### src/logic/led_flash_pkg.sv
// Package: register map, field positions, reset values and timing counts
package led_flash_pkg;
  localparam int unsigned CLK_MHZ = 250;
  localparam logic [7:0] OFF_PIN_CFG   = 8'h07;
  localparam logic [7:0] OFF_FLASH_CFG = 8'h08;
  localparam logic [7:0] OFF_CURRENT   = 8'h09;
  localparam logic [7:0] OFF_ENABLE    = 8'h0a;
  localparam logic [7:0] OFF_FLAGS     = 8'h0b;
  // Pin/monitor configuration fields
  localparam int CFG_LEVEL_POS   = 7;
  localparam int CFG_STR_POL_POS = 6;
  localparam int CFG_TOR_POL_POS = 5;
  localparam int CFG_TX_POL_POS  = 4;
  localparam int CFG_TX_LVL_POS  = 3;
  localparam int CFG_INPUT_VOLTAGE_FLASH_MONITOR_POS    = 2;
  localparam int CFG_NTC_MON_POS = 1;
  localparam int CFG_IND_EXT_POS = 0;
  localparam logic [7:0] CFG_RESET = 8'h78;
  // Flash timing fields
  localparam int RAMP_LSB = 3;
  localparam int TOUT_LSB = 0;
  localparam logic [7:0] FLASH_CFG_RESET = 8'hd2;
  localparam logic [7:0] CURRENT_RESET   = 8'h0f;
  localparam logic [7:0] CURRENT_MASK    = 8'h7f;
  // Enable register fields
  localparam int EN_NTC_POS  = 7;
  localparam int EN_TX_POS   = 6;
  localparam int EN_STR_POS  = 5;
  localparam int EN_TOR_POS  = 4;
  localparam int EN_PRE_POS  = 3;
  localparam int EN_PASS_POS = 2;
  localparam logic [7:0] ENABLE_RESET = 8'h00;
  // Flag bits
  localparam int FLG_TX_POS   = 7;
  localparam int FLG_NTC_POS  = 6;
  localparam int FLG_INPUT_VOLTAGE_FLASH_MONITOR_POS = 5;
  localparam int FLG_TOUT_POS = 0;
  // Timing: base ramp step and time-out step
  localparam int unsigned RAMP_BASE_US = 256;
  localparam int unsigned TOUT_STEP_MS = 100;
  localparam int unsigned RAMP_BASE_CYC = RAMP_BASE_US * CLK_MHZ;
  localparam int unsigned TOUT_STEP_CYC = TOUT_STEP_MS * 1000 * CLK_MHZ;

  typedef enum logic [1:0] {
    MODE_STANDBY   = 2'b00,
    MODE_INDICATOR = 2'b01,
    MODE_TORCH     = 2'b10,
    MODE_FLASH     = 2'b11
  } mode_sel_t;

  // Register write/read port
  typedef struct packed {
    logic       wr;
    logic       rd;
    logic [7:0] addr;
    logic [7:0] wdata;
  } reg_req_t;

  // Drive requests to the analog section
  typedef struct packed {
    logic       led_on;
    logic       torch_level;
    logic       ramping;
    logic       pass_only;
    logic       precharge;
    logic       input_voltage_flash_monitor_on;
    logic       ntc_on;
    logic       ind_external;
  } drive_t;
endpackage : led_flash_pkg

### src/logic/led_flash_mode_control.sv
// Control registers and mode sequencing of the flash LED driver
//
// Behaviour
// RULE1 - Level strobe usage: flash lasts while trigger active; edge: internal timing.
// RULE2 - Config bits 6,5,4 set polarity of flash, torch and tx inputs.
// RULE3 - Tx event moves current to torch level if level bit set, else off.
// RULE4 - Tx off setting forces shutdown only during a flash event.
// RULE5 - Tx event with off level in torch or indicator keeps running.
// RULE6 - That case sets tx flag and locks mode bits until flags read.
// RULE7 - Host should clear tx enable before reading flags.
// RULE8 - Config bit 2 enables input voltage flash monitoring; reset off.
// RULE9 - Config bit 1 set makes thermistor trip report only.
// RULE10 - Config bit 0 selects internal PWM or external indicator pattern.
// RULE11 - Flash ramp field doubles from 256 us; reset code 010.
// RULE12 - Flash time-out 100 ms per code plus one; reset code 010.
// RULE13 - Enable bit 6 lets tx events alter current; else ignored.
// RULE14 - Enable bit 5 lets flash trigger input start a flash.
// RULE15 - Enable bit 4 lets torch input start a torch event.
// RULE16 - Enable bit 3 selects pre-charge via pass mode.
// RULE17 - Enable bit 2 restricts converter to pass operation.
// RULE18 - Pass-only taken in an LED mode persists until standby.
// RULE19 - Mode field: 00 standby, 01 indicator, 10 torch, 11 flash.
// RULE20 - Torch written with torch input disabled starts immediately.
// RULE21 - Flash written with trigger input disabled starts immediately.
// RULE22 - Flag read clears flags; they set again if condition persists.
// RULE23 - Time-out flag set when flash timer expires before flash ends.
// RULE24 - Flash time-out ends flash and returns mode field to standby.
// RULE25 - Reserved bits read zero; registers load defaults on reset.
`timescale 1ns/1ps
`default_nettype none
module led_flash_mode_control
  import led_flash_pkg::*;
#(
  parameter int unsigned TOUT_STEP = TOUT_STEP_CYC,
  parameter int unsigned RAMP_BASE = RAMP_BASE_CYC
) (
  input  wire logic     clk,
  input  wire logic     rstn,
  input  wire reg_req_t req,
  input  wire logic     flash_trig_pin,
  input  wire logic     torch_pin,
  input  wire logic     tx_pin,
  input  wire logic     ntc_trip,
  input  wire logic     input_voltage_flash_monitor_trip,
  output logic [7:0]    rdata,
  output drive_t        drive,
  output logic [2:0]    torch_code,
  output logic [3:0]    flash_code
);
  logic [7:0] cfg_r;
  logic [7:0] fcfg_r;
  logic [7:0] cur_r;
  logic [7:0] en_r;
  logic [7:0] flags_r;
  logic [1:0] mode_r;
  logic       active_r;
  logic       pass_latch_r;
  logic       tx_hold_r;
  logic [31:0] tmr_r;
  logic [31:0] ramp_r;
  logic       ramping_r;
  logic       lock;
  logic       str_lvl, str_rise, tor_rise, tx_rise;
  logic       flash_on, tout_hit, tx_ev, tx_lock_ev, ntc_ev;
  logic [31:0] tout_lim;
  logic [31:0] ramp_lim;

  // Pin synchronisers with per-pin polarity
  sync_edge u_str (.clk(clk), .rstn(rstn), .pin(flash_trig_pin),
    .active_high(cfg_r[CFG_STR_POL_POS]), .level(str_lvl), .rise(str_rise)); // RULE2
  sync_edge u_tor (.clk(clk), .rstn(rstn), .pin(torch_pin),
    .active_high(cfg_r[CFG_TOR_POL_POS]), .level(), .rise(tor_rise)); // RULE2
  sync_edge u_tx (.clk(clk), .rstn(rstn), .pin(tx_pin),
    .active_high(cfg_r[CFG_TX_POL_POS]), .level(), .rise(tx_rise)); // RULE2

  // Time-out and ramp limits from the field codes
  assign tout_lim = 32'(TOUT_STEP) * (32'(fcfg_r[TOUT_LSB +: 3]) + 32'd1); // RULE12
  assign ramp_lim = 32'(RAMP_BASE) << fcfg_r[RAMP_LSB +: 3]; // RULE11
  assign flash_on = active_r && (mode_r == MODE_FLASH);
  assign tout_hit = flash_on && (tmr_r >= tout_lim - 32'd1);
  assign tx_ev    = tx_rise && en_r[EN_TX_POS]; // RULE13
  // Off-level tx in torch/indicator only flags and locks
  assign tx_lock_ev = tx_ev && !cfg_r[CFG_TX_LVL_POS] && active_r &&
                      (mode_r == MODE_TORCH || mode_r == MODE_INDICATOR); // RULE5
  assign ntc_ev   = ntc_trip && en_r[EN_NTC_POS];
  assign lock     = flags_r[FLG_TX_POS]; // RULE6

  // Configuration registers; reserved bit 7 of current is dropped
  always_ff @(posedge clk or negedge rstn) begin
    if (!rstn) begin
      cfg_r  <= CFG_RESET; // RULE25
      fcfg_r <= FLASH_CFG_RESET;
      cur_r  <= CURRENT_RESET;
    end else if (req.wr) begin
      if (req.addr == OFF_PIN_CFG)   cfg_r  <= req.wdata;
      if (req.addr == OFF_FLASH_CFG) fcfg_r <= req.wdata;
      if (req.addr == OFF_CURRENT)   cur_r  <= req.wdata & CURRENT_MASK; // RULE25
    end
  end

  // Enable register; mode bits frozen while tx flag stands
  always_ff @(posedge clk or negedge rstn) begin
    if (!rstn) begin
      en_r   <= ENABLE_RESET;
      mode_r <= MODE_STANDBY;
    end else begin
      if (req.wr && req.addr == OFF_ENABLE) begin
        en_r <= req.wdata;
        if (!lock) mode_r <= req.wdata[1:0]; // RULE6
      end
      if (tout_hit) mode_r <= MODE_STANDBY; // RULE24
      else if (flash_on && tx_ev && !cfg_r[CFG_TX_LVL_POS])
        mode_r <= MODE_STANDBY; // RULE4
      else if (flash_on && cfg_r[CFG_LEVEL_POS] && !str_lvl &&
               en_r[EN_STR_POS])
        mode_r <= MODE_STANDBY; // RULE1
    end
  end

  // Event start: register write or enabled pin
  always_ff @(posedge clk or negedge rstn) begin
    if (!rstn) begin
      active_r <= 1'b0;
    end else if (mode_r == MODE_STANDBY) begin
      active_r <= 1'b0; // RULE19
    end else if (!active_r) begin
      unique case (mode_r)
        MODE_INDICATOR: active_r <= 1'b1;
        MODE_TORCH: active_r <= en_r[EN_TOR_POS] ? tor_rise : 1'b1; // RULE15 RULE20
        MODE_FLASH: active_r <= en_r[EN_STR_POS] ? str_rise : 1'b1; // RULE14 RULE21
        MODE_STANDBY: active_r <= 1'b0;
      endcase
    end
  end

  // Flash timer and ramp timer
  always_ff @(posedge clk or negedge rstn) begin
    if (!rstn) begin
      tmr_r     <= '0;
      ramp_r    <= '0;
      ramping_r <= 1'b0;
    end else if (!active_r) begin
      tmr_r     <= '0;
      ramp_r    <= '0;
      ramping_r <= 1'b1;
    end else begin
      // Level strobe: time-out still guards a stuck trigger
      tmr_r <= flash_on ? tmr_r + 32'd1 : '0;
      if (ramp_r >= ramp_lim - 32'd1) ramping_r <= 1'b0;
      else ramp_r <= ramp_r + 32'd1;
    end
  end

  // Tx hold: drop to torch current for rest of flash
  always_ff @(posedge clk or negedge rstn) begin
    if (!rstn) tx_hold_r <= 1'b0;
    else if (!flash_on) tx_hold_r <= 1'b0;
    else if (tx_ev && cfg_r[CFG_TX_LVL_POS]) tx_hold_r <= 1'b1; // RULE3
  end

  // Pass-only latch held until standby
  always_ff @(posedge clk or negedge rstn) begin
    if (!rstn) pass_latch_r <= 1'b0;
    else if (mode_r == MODE_STANDBY) pass_latch_r <= 1'b0;
    else if (active_r && en_r[EN_PASS_POS]) pass_latch_r <= 1'b1; // RULE18
  end

  // Flags: a read clears; a new event in the same cycle wins
  always_ff @(posedge clk or negedge rstn) begin
    if (!rstn) begin
      flags_r <= '0;
    end else begin
      if (req.rd && req.addr == OFF_FLAGS) flags_r <= '0; // RULE22
      if (tx_lock_ev) flags_r[FLG_TX_POS] <= 1'b1; // RULE6
      if (ntc_ev) flags_r[FLG_NTC_POS] <= 1'b1;
      if (input_voltage_flash_monitor_trip && cfg_r[CFG_INPUT_VOLTAGE_FLASH_MONITOR_POS] && flash_on)
        flags_r[FLG_INPUT_VOLTAGE_FLASH_MONITOR_POS] <= 1'b1;
      if (tout_hit) flags_r[FLG_TOUT_POS] <= 1'b1; // RULE23
    end
  end

  // Read data, registered
  always_ff @(posedge clk or negedge rstn) begin
    if (!rstn) begin
      rdata <= '0;
    end else if (req.rd) begin
      unique case (req.addr)
        OFF_PIN_CFG:   rdata <= cfg_r;
        OFF_FLASH_CFG: rdata <= fcfg_r;
        OFF_CURRENT:   rdata <= cur_r; // RULE25
        OFF_ENABLE:    rdata <= {en_r[7:2], mode_r};
        OFF_FLAGS:     rdata <= flags_r;
        default:       rdata <= '0;
      endcase
    end
  end

  // Analog drive requests, registered
  always_ff @(posedge clk or negedge rstn) begin
    if (!rstn) begin
      drive      <= '0;
      torch_code <= '0;
      flash_code <= '0;
    end else begin
      drive.led_on       <= active_r && !(ntc_ev && !cfg_r[CFG_NTC_MON_POS]); // RULE9
      drive.torch_level  <= tx_hold_r || mode_r == MODE_TORCH;
      drive.ramping      <= active_r && ramping_r;
      drive.pass_only    <= en_r[EN_PASS_POS] || pass_latch_r; // RULE17
      drive.precharge    <= en_r[EN_PRE_POS]; // RULE16
      drive.input_voltage_flash_monitor_on      <= cfg_r[CFG_INPUT_VOLTAGE_FLASH_MONITOR_POS]; // RULE8
      drive.ntc_on       <= en_r[EN_NTC_POS];
      drive.ind_external <= cfg_r[CFG_IND_EXT_POS]; // RULE10
      torch_code         <= cur_r[6:4];
      flash_code         <= cur_r[3:0];
    end
  end
endmodule : led_flash_mode_control
`default_nettype wire

### src/logic/sync_edge.sv
// Two-flop synchroniser with polarity select and edge pulse
`timescale 1ns/1ps
`default_nettype none
module sync_edge (
  input  wire logic clk,
  input  wire logic rstn,
  input  wire logic pin,
  input  wire logic active_high,
  output logic      level,
  output logic      rise
);
  logic s1_r;
  logic s2_r;
  logic prev_r;

  // Only s2_r reads the first stage
  always_ff @(posedge clk or negedge rstn) begin
    if (!rstn) begin
      s1_r   <= 1'b0;
      s2_r   <= 1'b0;
      prev_r <= 1'b0;
    end else begin
      s1_r   <= pin;
      s2_r   <= s1_r;
      prev_r <= s2_r;
    end
  end

  // Polarity applied after synchronisation; the edge is taken from the
  // raw level, so a polarity write or the reset value cannot fake one
  assign level = active_high ? s2_r : ~s2_r;
  assign rise  = level & (s2_r ^ prev_r);
endmodule : sync_edge
`default_nettype wire

### config.mk
export PLATFORM = sky130hd
export DESIGN_NAME = led_flash_mode_control
export DESIGN_NICKNAME = d
export VERILOG_FILES = /design/src/logic/led_flash_pkg.sv /design/src/logic/led_flash_mode_control.sv /design/src/logic/sync_edge.sv
export SDC_FILE = /design/constraint.sdc
export NUM_CORES = 1
export LEC_CHECK = 0
export BUFFER_PORTS_ARGS = -buffer_cell sky130_fd_sc_hd__buf_4
export CAP_MARGIN = 20
export CORE_UTILIZATION = 38
export CTS_CLUSTER_DIAMETER = 200
export DETAILED_ROUTE_END_ITERATION = 10
export PLACE_DENSITY = 0.6
export SLEW_MARGIN = 5
export SYNTH_ARGS = -nofsm -noshare
export SYNTH_HDL_FRONTEND = slang
export SYNTH_SLANG_ARGS = --single-unit
### constraint.sdc
create_clock -name clk -period 6.9 [get_ports clk]
set_clock_uncertainty 0.1 [all_clocks]
set_input_delay 2.07 -clock clk [delete_from_list [all_inputs] [get_ports clk]]
set_output_delay 2.07 -clock clk [all_outputs]
set_load 0.01 [all_outputs]
==> metrics.md, run 1 <==
| Metric | Value |
|---|---|
| Num Clock Sinks | `135` |
| Avg Synthesized Cell Area | `9.790 sq um` |
| Drt pass-1 iters | `9` |
| Setup Fix Bufs, Post-CTS | `0` |
| Reg-to-reg slack, setup | `0.43 ns` |
| Max stage delay on crit path | `0.59 ns` |
| Clock Latency Late Sink | `0.43 ns` |
| Slew @ Worst Pin | `0.9617 ns` |
| Die X | `152.2 um` |
| Worst R2R Path Depth | `23` |
| DPL Wire Length | `14.75 mm` |
| Sequential-to-total area share from yosys stat | `39.57%` |
| Die Height | `152.2 um` |
| Most frequent cells in the layout | `dfrtp_1 (123), ha_1 (78), nor2_1 (75)` |
| Max FO, Critical Path | `7` |
| Initial antenna violation count | `0` |
| RSZ-0062 raised after global routing | `no` |
| Die ar. | `23170 sq um` |
| Worst-path clk slew | `0.06 ns` |
| Cell at the root of the clock tree | `clkbuf_16` |
| Slew margin rel. | `35.39%` |
| Synth Warn # | `0` |
| Post-synth EDFFs | `0` |
| Synth async-reset ratio | `100.0%` |
| Main synth FF type | `dfrtp_1` |
| Worst Hold Depth | `0` |
| Worst reg2reg path startpoint | `fcfg_r[1]` |
| RR Endpoint | `mode_r[0]` |
| Initial core utilization | `39.05%` |
| CP top delay family | `compound AO/OA/AOI/OAI gates` |
| Worst-path cell chain | `nand2_1 > inv_1 > nand2_1 > inv_1 > fa_1 > fa_1 > inv_1 > ha_1 > a211oi_2 > o211ai_1 > o31a_1 > a311oi_1 > nand4b_1 > a211oi_2 > xor2_1 > ha_1 > a21o_1 > a21o_1 > a211o_1 > a211oi_2 > o21ai_0 > a21o_1 > a31oi_1` |
| Violated checks | `design-rule violations` |
| Tcrit/Tclk final | `93.80%` |
| Synth top area share | `35.89%` |
| Drt drc | `11` |
| Via density per instance | `5.398` |
| Maximum VDD drop | `0.0001854 V` |
| Filler cells | `2142` |
| # setup viols final | `0` |
| Largest net degree at the start of global routing | `104` |
| GRT overflow | `0` |
| Max cap viols | `0` |
| Fmax achieved | `154.5 MHz` |
| Post-synthesis cell area | `8576 sq um` |
| Max Buffers Root-to-Sink | `2` |
| Final hold vios | `0` |
| Post-layout nets | `1046` |
| Leak | `4.629 nW` |
| Ant. Diodes | `0` |
| Worst hold path type | `reg2reg` |
| WP buf/inv | `3` |
| Worst EP required | `7.14 ns` |
| Critical Path AT | `6.71 ns` |
| Placed insts | `1195` |
| Synth area leaders | `dfrtp_1 (36%), ha_1 (11%), mux2_2 (3.9%)` |
| WL final | `20.25 mm` |
| Leading cell type in the layout, fill and taps excluded | `dfrtp_1` |
| CTS H-tree depth | `4` |
| Wire per inst | `16.50 um` |
| Total CTS buffers | `17` |
| Status | `finished, violations left` |
| Synth unique cells | `68` |
| Power Density | `248.7 nW/um^2` |
| Row cnt | `54` |
| Leading area contributor after synthesis | `dfrtp_1` |
| Final Slew Violations | `0` |
| Hold_buf cts | `0` |
| Non-filler instance count after layout | `1227` |
| FF+latch count, synth | `135` |
| Initial drt markers | `327` |
| Gpl congestion | `0.8865` |
| Core area | `21960 sq um` |
| Setup_tns | `0 ns` |
| # IOs | `48` |
| Vias in the first global route | `6502` |
| Fraction of layout cells with a size suffix above 1 | `16.05%` |
| Count of input and output buffers | `47` |
| Startpoint types | `register` |
| Syn Inst Count | `876` |
| Antenna-violating nets left | `0` |
| Post-CTS resize count | `0` |
| Crit path kind | `reg2reg` |
| Gr usage total | `18.44%` |
| Worst Hold Launch | `u_str.s1_r` |
| Clock tree from TritonCTS | `done` |
| Worst setup EP type | `register` |
| Power Total | `2.461 mW` |
| Worst Hold End | `u_str.s2_r` |
| First-pass GRT wire length | `34.05 mm` |
| Area Overhead vs Synth | `15.38%` |
| Min Clock Period, post-route | `6.472 ns` |
| Via Count | `6623` |
| Critical path's slowest cell | `dfstp_2` |
==> Yosys cell counts (6+ instances only) <==
| library cell | number |
|---|---|
| a211oi_1 | 8 |
| a21o_1 | 17 |
| a21oi_1 | 36 |
| a31oi_1 | 6 |
| and3_1 | 16 |
| and4_1 | 8 |
| buf_2 | 7 |
| clkbuf_1 | 15 |
| dfrtp_1 | 123 |
| dfstp_2 | 12 |
| fa_1 | 9 |
| ha_1 | 78 |
| inv_1 | 47 |
| mux2_2 | 30 |
| mux2i_1 | 23 |
| nand2_1 | 69 |
| nand2b_1 | 16 |
| nand3_1 | 30 |
| nand4_1 | 24 |
| nor2_1 | 75 |
| nor2b_1 | 8 |
| nor3_1 | 14 |
| nor4_1 | 7 |
| o21ai_0 | 37 |
| o22ai_1 | 12 |
| or3_1 | 11 |
| or4_1 | 7 |
| xnor2_1 | 23 |
| xor2_1 | 33 |
==> layout make-up <==
type                    count  area (sq um)  share of cell area (%)
clock inverters            13         145.1                   1.467
inverters                  48         180.2                   1.821
repair buffers             57         431.7                   4.363
clock buffers              19         442.9                   4.476
flip-flops and latches    135          3393                   34.29
well taps                 280         350.3                   3.541
multi-input cells         675          4951                   50.04
==> worst reg2reg max path, stage by stage, from the launching register on <==
cell and delay [ns]:
dfstp_2 0.59, nand2_1 0.13, inv_1 0.16, nand2_1 0.15, inv_1 0.20, fa_1 0.49, fa_1 0.59, inv_1 0.09
ha_1 0.31, a211oi_2 0.46, o211ai_1 0.17, o31a_1 0.16, a311oi_1 0.40, nand4b_1 0.24, a211oi_2 0.33, xor2_1 0.18
ha_1 0.27, a21o_1 0.19, a21o_1 0.17, a211o_1 0.30, a211oi_2 0.27, o21ai_0 0.12, a21o_1 0.18, a31oi_1 0.16
==> routing by layer <==
| metal | wire length (um) | vias to the layer above | global-route usage, % |
|---|---|---|---|
| met1 | 9891 | 3202 | 25.91 |
| met2 | 9167 | 139 | 28.53 |
| met4 | 266 | 0 | 6.414 |
| met5 | 0 | - | 0 |
| met3 | 926 | 20 | 3.214 |
| li1 | - | 3262 | - |
==> power by group <==
part / switching, mW / internal (mW)
Clock: 0.364 / 0.547
Sequential: 0.0179 / 0.815
Combinational: 0.443 / 0.274
Total: 0.825 / 1.64
==> sequential cells by signal, indices dropped and copies added, names as in the netlist, 4 cells and up <==
signal      count
cfg_r           8
cur_r           7
drive           8
en_r            6
fcfg_r          8
flags_r         4
flash_code      4
ramp_r         32
rdata           8
tmr_r          32
==> worst max path at each step <==
stage	startpoint	end	slack (ns)	cells after the start
5_1_grt	fcfg_r[1]	mode_r[0]	0.06	22
4_1_cts	fcfg_r[1]	mode_r[0]	0.22	23
3_3_place_gp	fcfg_r[1]	mode_r[1]	0.44	23
3_5_place_dp	fcfg_r[1]	mode_r[0]	0.26	23
2_1_floorplan	fcfg_r[0]	mode_r[0]	0.58	22
6_report	fcfg_r[1]	mode_r[0]	0.43	23
==> per-stage QoR <==
stage	setup slack, ns	cell area, sq um	hold WS, ns	util, %
after floorplan	0.5802	8606	0.2312	-
after global placement	0.4369	9281	0.2339	42.27
after detailed placement	0.2616	9281	0.2356	42.27
after CTS	0.2164	9869	0.2498	44.95
after global routing	0.06230	9894	0.2559	45.06
final	0.4276	9894	0.2489	45.06
==> logic make-up (layout without fill, tap and decap cells) <==
logic type	Yosys count	in the layout	synth area share, %
and+or+nand+nor	317	317	19.55
AOI/OAI and AO/OA	153	153	11.67
DFF	135	135	39.57
adders and majority gates	87	87	13.48
buffers and inverters	74	137	3.341
xor gates and xnor gates	56	56	5.719
muxes	53	53	6.624
other	1	9	0.04373
Power figures use the tool's default switching activity.
==> inputs of run 2 (changes only) <==
--- a/config.mk
+++ b/config.mk
@@ -6,11 +6,11 @@
 export NUM_CORES = 1
 export LEC_CHECK = 0
 export BUFFER_PORTS_ARGS = -buffer_cell sky130_fd_sc_hd__buf_4
-export CAP_MARGIN = 20
+export CAP_MARGIN = 25
 export CORE_UTILIZATION = 38
 export CTS_CLUSTER_DIAMETER = 200
 export DETAILED_ROUTE_END_ITERATION = 10
-export PLACE_DENSITY = 0.6
+export PLACE_DENSITY = 0.62
 export SLEW_MARGIN = 5
 export SYNTH_ARGS = -nofsm -noshare
 export SYNTH_HDL_FRONTEND = slang
==> constraint.sdc (replaced) <==
create_clock -name clk -period 5.5 [get_ports clk]
set_clock_uncertainty 0.1 [all_clocks]
set_input_delay 1.65 -clock clk [delete_from_list [all_inputs] [get_ports clk]]
set_output_delay 1.65 -clock clk [all_outputs]
set_load 0.01 [all_outputs]
==> run 2 against run 1 <==
The flow finishes with violations (design-rule violations, negative setup slack). Design area grew 7.7%. First-iteration DRC count is 2.8% lower. Sequential share of layout area fell by 2.4 points. Power up 44%. Sequential power rose by 25%. Register-to-register slack got worse by 0.66 ns. Routed wire length up 2.6%. Setup slack got worse by 0.66 ns. Critical path depth rose by 1. Critical path type unchanged. Largest cell class unchanged. Highest routed layer unchanged.
==> metrics.md, run 2 (same netlist as run 1, synthesis figures left out) <==
| Metric | Value |
|---|---|
| Status | `finished, violations left` |
| Violated checks | `design-rule violations, negative setup slack` |
| Crit path kind | `reg2reg` |
| Worst setup path startpoint | `fcfg_r[0]` |
| # setup viols final | `3 (+3)` |
| Drt pass-1 iters | `8 (-1)` |
| Gr usage total | `18.90% (+0.46 points)` |
| Maximum VDD drop | `0.0002220 V (+20%)` |
| Tcrit/Tclk final | `104.2% (+10 points)` |
| Startpoint types | `register` |
| Switching Fraction | `34.14% (+0.63 points)` |
| M1 WL | `9.956 mm (+0.66%)` |
| Worst hold path type | `reg2reg` |
| Slew @ Worst Pin | `0.9171 ns (-0.04461 ns)` |
| DPL Wire Length | `14.95 mm (+1.4%)` |
| Area Overhead vs Synth | `24.22%` |
| Clock Power Share | `32.9% (-4.1 points)` |
| Num Clock Sinks | `135 (unchanged)` |
| DP Area | `9771 sq um (+5.3%)` |
| CTS H-tree depth | `4 (unchanged)` |
| Sequential fraction of design power | `29.4% (-4.4 points)` |
| Max FO, Critical Path | `9 (+2)` |
| Reg-to-reg slack, setup | `-0.23 ns (-0.66 ns)` |
| Metal2 WL | `9.815 mm (+7.1%)` |
| Gate power share | `37.7% (+8.6 points)` |
| Critical Path AT | `5.97 ns (-0.74 ns)` |
| Die Height | `152.2 um (unchanged)` |
| Leak | `4.978 nW (+7.5%)` |
| Via Count | `6905 (+4.3%)` |
| Most frequent cells in the layout | `dfrtp_1 (122), buf_4 (119), nor2_1 (75)` |
| Slew margin rel. | `38.39% (+3.0 points)` |
| Die ar. | `23170 sq um (unchanged)` |
| Final instance area | `10650 sq um (+7.7%)` |
| Cell Int Power | `2.338 mW (+43%)` |
| Largest net degree at the start of global routing | `51 (-51%)` |
| Die X | `152.2 um (unchanged)` |
| RR Endpoint | `mode_r[1]` |
| Worst reg2reg path startpoint | `fcfg_r[0]` |
| RSZ-0062 raised after global routing | `yes` |
| Worst EP required | `5.74 ns (-1.40 ns)` |
| Core area | `21960 sq um (unchanged)` |
| Gpl congestion | `0.8836 (-0.33%)` |
| Met3 routed WL | `715 um (-23%)` |
| Initial antenna violation count | `0 (unchanged)` |
| # IOs | `48 (unchanged)` |
| Setup_tns | `-0.6490 ns (-0.6490 ns)` |
| Critical path destination | `mode_r[1]` |
| First-pass GRT wire length | `35.47 mm (+4.2%)` |
| Top Registers | `ramp_r (32), tmr_r (32)` |
| Total CTS buffers | `17 (unchanged)` |
| Fraction of layout cells with a size suffix above 1 | `24.85% (+8.8 points)` |
| Via density per instance | `5.336 (-1.1%)` |
| Power Density | `333.2 nW/um^2 (+34%)` |
| Fmax achieved | `174.5 MHz (+13%)` |
| Max Used Layer | `met4` |
| Worst R2R Path Depth | `24 (+4.3%)` |
| Ant. Diodes | `0 (unchanged)` |
| Final hold vios | `0 (unchanged)` |
| Setup ws final | `-0.2319 ns (-0.6595 ns)` |
| Drt drc | `8 (-3)` |
| Post-layout nets | `1113 (+6.4%)` |
| Leading cell type in the layout, fill and taps excluded | `dfrtp_1` |
| Vias in the first global route | `6947 (+6.8%)` |
| Clock tree from TritonCTS | `done` |
| Worst setup EP type | `register` |
| Row cnt | `54 (unchanged)` |
| NetSw | `1.212 mW (+47%)` |
| Final core occ | `48.51% (+3.5 points)` |
| Antenna-violating nets left | `0 (unchanged)` |
| Cell at the root of the clock tree | `clkbuf_16` |
| Hold_buf cts | `0 (unchanged)` |
| Initial core utilization | `39.05% (unchanged)` |
| WL final | `20.78 mm (+2.6%)` |
| Max cap viols | `0 (unchanged)` |
| Min Clock Period, post-route | `5.732 ns (-0.7405 ns)` |
| Initial drt markers | `318 (-2.8%)` |
| Count of input and output buffers | `47 (unchanged)` |
| Final Slew Violations | `0 (unchanged)` |
| Max Buffers Root-to-Sink | `2 (unchanged)` |
| Worst-path clk slew | `0.07 ns (about the same)` |
| Clock Latency Late Sink | `0.43 ns (about the same)` |
| GRT overflow | `0 (unchanged)` |
| Wire per inst | `16.05 um (-2.7%)` |
run 2: worst min path at each step:
stage	depth (start not counted)	to	slack (ns)	from
floorplan	0	u_str.s2_r	0.23	u_str.s1_r
global placement	0	u_tor.s2_r	0.23	u_tor.s1_r
detailed placement	0	u_tx.s2_r	0.23	u_tx.s1_r
CTS	0	u_tx.s2_r	0.25	u_tx.s1_r
global route	0	u_tor.s2_r	0.27	u_tor.s1_r
finish	0	u_tor.s2_r	0.25	u_tor.s1_r
run 2: critical path, stage by stage, from the launching register on:
cell and delay [ns]:
dfrtp_2 0.44, buf_4 0.16, ha_4 0.17, xor2_4 0.16, buf_6 0.15, fa_2 0.38, fa_1 0.44, ha_1 0.33
buf_4 0.18, buf_4 0.14, o21ai_0 0.14, or3b_2 0.18, nand3_1 0.18, nor2b_2 0.21, nand4b_1 0.20, a211oi_4 0.31
xor2_1 0.21, ha_1 0.28, a21o_1 0.17, a21o_1 0.15, a211o_1 0.26, a211oi_2 0.25, o21ai_1 0.09, a21o_1 0.18
a31oi_1 0.16
run 2: repair_timing:
item                       CTS  global route
setup endpoints to repair    3             3
hold endpoints to repair     0             0
buffers inserted            12             6
resized for setup           25             8
pin swaps                   29            19
run 2: metal layers:
metal,track usage [%],vias up
li1,-,3405
met1,26.12,3350
met2,30.50,126
met3,3.157,24
met4,5.248,0
met5,0,-
run 2: stage by stage:
stage / hold slack [ns] / setup slack, ns / power, mW / cells
3_3_place_gp: 0.2337 / -0.2173 / 2.179 / 1244
2_1_floorplan: 0.2312 / 0.007697 / 1.721 / 884
3_5_place_dp: 0.2347 / -0.3213 / 2.179 / 1244
6_report: 0.2485 / -0.2319 / 3.550 / 1294
4_1_cts: 0.2503 / -0.09897 / 3.504 / 1288
5_1_grt: 0.2700 / -0.4380 / 3.748 / 1294
run 2: final cells by class:
cell class | count | area (sq um)
sequential | 135 | 3395
clock buffer | 17 | 425.4
inverter | 48 | 188.9
timing repair buffer | 124 | 958.4
fill | 1993 | 11310
tap | 280 | 350.3
multi-input combinational | 675 | 5161
clock inverter | 15 | 173.9
run 2: power groups by stage:
stage | Sequential (mW) | Combinational (mW) | Clock (mW)
floorplan | 1.06 | 0.662 | 0
global placement | 1.06 | 1.12 | 0
detailed placement | 1.06 | 1.12 | 0
CTS | 1.04 | 1.27 | 1.19
global route | 1.05 | 1.47 | 1.23
finish | 1.04 | 1.34 | 1.17
==> inputs of run 3 (changes only) <==
--- a/config.mk
+++ b/config.mk
@@ -7,6 +7,7 @@
 export LEC_CHECK = 0
 export BUFFER_PORTS_ARGS = -buffer_cell sky130_fd_sc_hd__buf_4
 export CAP_MARGIN = 25
+export CORE_MARGIN = 4
 export CORE_UTILIZATION = 38
 export CTS_CLUSTER_DIAMETER = 200
 export DETAILED_ROUTE_END_ITERATION = 10
==> run 3 against run 2 <==
The flow finishes with violations (negative setup slack). Sequential share of layout area up 0.12 points. Critical path type unchanged. Maximum frequency is 0.86% higher. Routed wire length decreased by 1.1%. Power is 2.0% lower. Highest routed layer unchanged. Cell count decreased by 0.23%. Clock-buffer cell count unchanged. Clock power is essentially flat. Core utilization shrank 0.33 points. Flip-flop and latch count is the same. Sequential power about the same. Die area grew 8.0%. Global-route usage decreased by 1.8 points.
==> metrics.md, run 3 (same netlist as run 1, synthesis figures left out) <==
| Metric | Value |
|---|---|
| Initial core utilization | `38.93% (-0.12 points)` |
| Die Height | `158.2 um (+3.9%)` |
| Via Count | `6869 (-0.52%)` |
| Slew margin rel. | `37.91% (-0.48 points)` |
| Max cap viols | `0 (unchanged)` |
| Drt drc | `0 (-8)` |
| Fraction of layout cells with a size suffix above 1 | `23.54% (-1.3 points)` |
| RSZ-0062 raised after global routing | `yes` |
| Worst EP required | `5.74 ns (about the same)` |
| Drt pass-1 iters | `4 (-4)` |
| # setup viols final | `3 (unchanged)` |
| CTS H-tree depth | `4 (unchanged)` |
| Fmax achieved | `176.0 MHz (+0.86%)` |
| Cell at the root of the clock tree | `clkbuf_16` |
| Largest net degree at the start of global routing | `67 (+31%)` |
| Count of input and output buffers | `47 (unchanged)` |
| Antenna-violating nets left | `0 (unchanged)` |
| Post-layout nets | `1110 (-0.27%)` |
| Gr usage total | `17.05% (-1.8 points)` |
| Area Overhead vs Synth | `23.75%` |
| Core area | `22030 sq um (+0.31%)` |
| Num Clock Sinks | `135 (unchanged)` |
| Filler cells | `2054 (+3.1%)` |
| Crit path kind | `reg2reg` |
| Setup ws final | `-0.1832 ns (+0.04872 ns)` |
| Worst setup EP type | `register` |
| Die X | `158.2 um (+3.9%)` |
| Final hold vios | `0 (unchanged)` |
| Critical Path AT | `5.92 ns (-0.05 ns)` |
| Leading cell type in the layout, fill and taps excluded | `dfrtp_1` |
| Tcrit/Tclk final | `103.3% (-0.89 points)` |
| Worst hold path type | `reg2reg` |
| Row cnt | `54 (unchanged)` |
| Min Clock Period, post-route | `5.683 ns (-0.04872 ns)` |
| Wire per inst | `15.92 um (-0.84%)` |
| First-pass GRT wire length | `34.61 mm (-2.4%)` |
| DPL Wire Length | `15.30 mm (+2.3%)` |
| Register area | `3395 sq um (unchanged)` |
| Power Density | `327.7 nW/um^2 (-1.7%)` |
| Die ar. | `25040 sq um (+8.0%)` |
| Most frequent cells in the layout | `dfrtp_1 (122), buf_4 (114), nor2_1 (75)` |
| Slew @ Worst Pin | `0.9314 ns (+0.01428 ns)` |
| WL final | `20.55 mm (-1.1%)` |
| # IOs | `48 (unchanged)` |
| Worst-path clk slew | `0.07 ns (about the same)` |
| Vias in the first global route | `6855 (-1.3%)` |
| Area occupied by multi-input gates | `5106 sq um (-1.1%)` |
| Leak | `4.979 nW (about the same)` |
| Hold_buf cts | `0 (unchanged)` |
| Total CTS buffers | `17 (unchanged)` |
| GRT overflow | `0 (unchanged)` |
| Startpoint types | `register` |
| Top Registers | `ramp_r (32), tmr_r (32)` |
| Clock tree from TritonCTS | `done` |
| Status | `finished, violations left` |
| Max FO, Critical Path | `4 (-5)` |
| Gpl congestion | `0.8931 (+1.1%)` |
| Initial antenna violation count | `0 (unchanged)` |
| Initial drt markers | `537 (+69%)` |
| Placed insts | `1247 (+0.24%)` |
| Non-filler instance count after layout | `1291 (-0.23%)` |
| Violated checks | `negative setup slack` |
| Final Slew Violations | `0 (unchanged)` |
| Ant. Diodes | `0 (unchanged)` |
| Via density per instance | `5.321 (-0.29%)` |
| Clock Latency Late Sink | `0.43 ns (about the same)` |
| Maximum VDD drop | `0.0001897 V (-15%)` |
| Final core occ | `48.18% (-0.33 points)` |
| Max Buffers Root-to-Sink | `2 (unchanged)` |
[run 3: where the power goes]
part | total (mW) | internal, mW | switching [mW]
sequential | 1.04 | 1.02 | 0.0218
clock | 1.20 | 0.696 | 0.505
combinational | 1.23 | 0.597 | 0.636
[run 3: layout make-up]
class                   instances  share of cell area [%]
multi-input cells             675                   48.11
inverters                      48                   1.745
clock buffers                  17                   4.008
repair buffers                121                   8.972
flip-flops and latches        135                   31.99
well taps                     280                   3.301
clock inverters                15                   1.875
[run 3: final timing paths]
| path | startpoint | endpoint | slack [ns] | cells after the start |
|---|---|---|---|---|
| worst min register to register | u_tx.s1_r | u_tx.s2_r | 0.25 | 0 |
| min in group asynchronous | rstn | flash_code[1] | 1.12 | 1 |
| worst min-delay path | u_tx.s1_r | u_tx.s2_r | 0.25 | 0 |
| worst max register to register | fcfg_r[1] | mode_r[0] | -0.18 | 21 |
| worst max-delay path | fcfg_r[1] | mode_r[0] | -0.18 | 21 |
| max in group asynchronous | rstn | fcfg_r[7] | 3.17 | 2 |
[run 3: critical path: stages, from the launching register on]
cell,delay (ns)
dfstp_2,0.58
buf_6,0.12
ha_4,0.20
fa_2,0.58
fa_1,0.47
fa_2,0.38
buf_6,0.13
xor2_2,0.13
nand2_1,0.07
o31a_1,0.29
a311oi_2,0.25
nand4b_1,0.23
a211oi_4,0.32
xor2_1,0.18
ha_1,0.26
a21o_1,0.19
a21o_1,0.17
a211o_1,0.30
a211oi_2,0.22
o21ai_1,0.10
a21o_1,0.18
a31oi_1,0.15
[run 3: per-stage QoR]
stage	hold slack, ns	power, mW	setup TNS [ns]	instance area, sq um	worst slack, ns
4_1_cts	0.2489	3.472	-0.4646	10570	-0.1624
5_1_grt	0.2692	3.680	-1.297	10610	-0.4780
3_3_place_gp	0.2413	2.159	-0.6589	9806	-0.2221
3_5_place_dp	0.2371	2.164	-0.9826	9806	-0.3292
6_report	0.2472	3.477	-0.4902	10610	-0.1832
2_1_floorplan	0.2312	1.721	0	8725	0.007697
[run 3: what timing repair did]
action,in CTS,in global routing
pin swaps,14,8
resized for setup,16,4
setup buffers,8,4
endpoints found under the setup margin,3,3
[run 3: routing by layer]
metal,vias up,GRT usage [%],wire length [um]
met1,3325,24.10,9995
met4,0,4.305,253
met2,124,27.29,9524
met3,19,2.925,780
li1,3401,-,-
met5,-,0,0
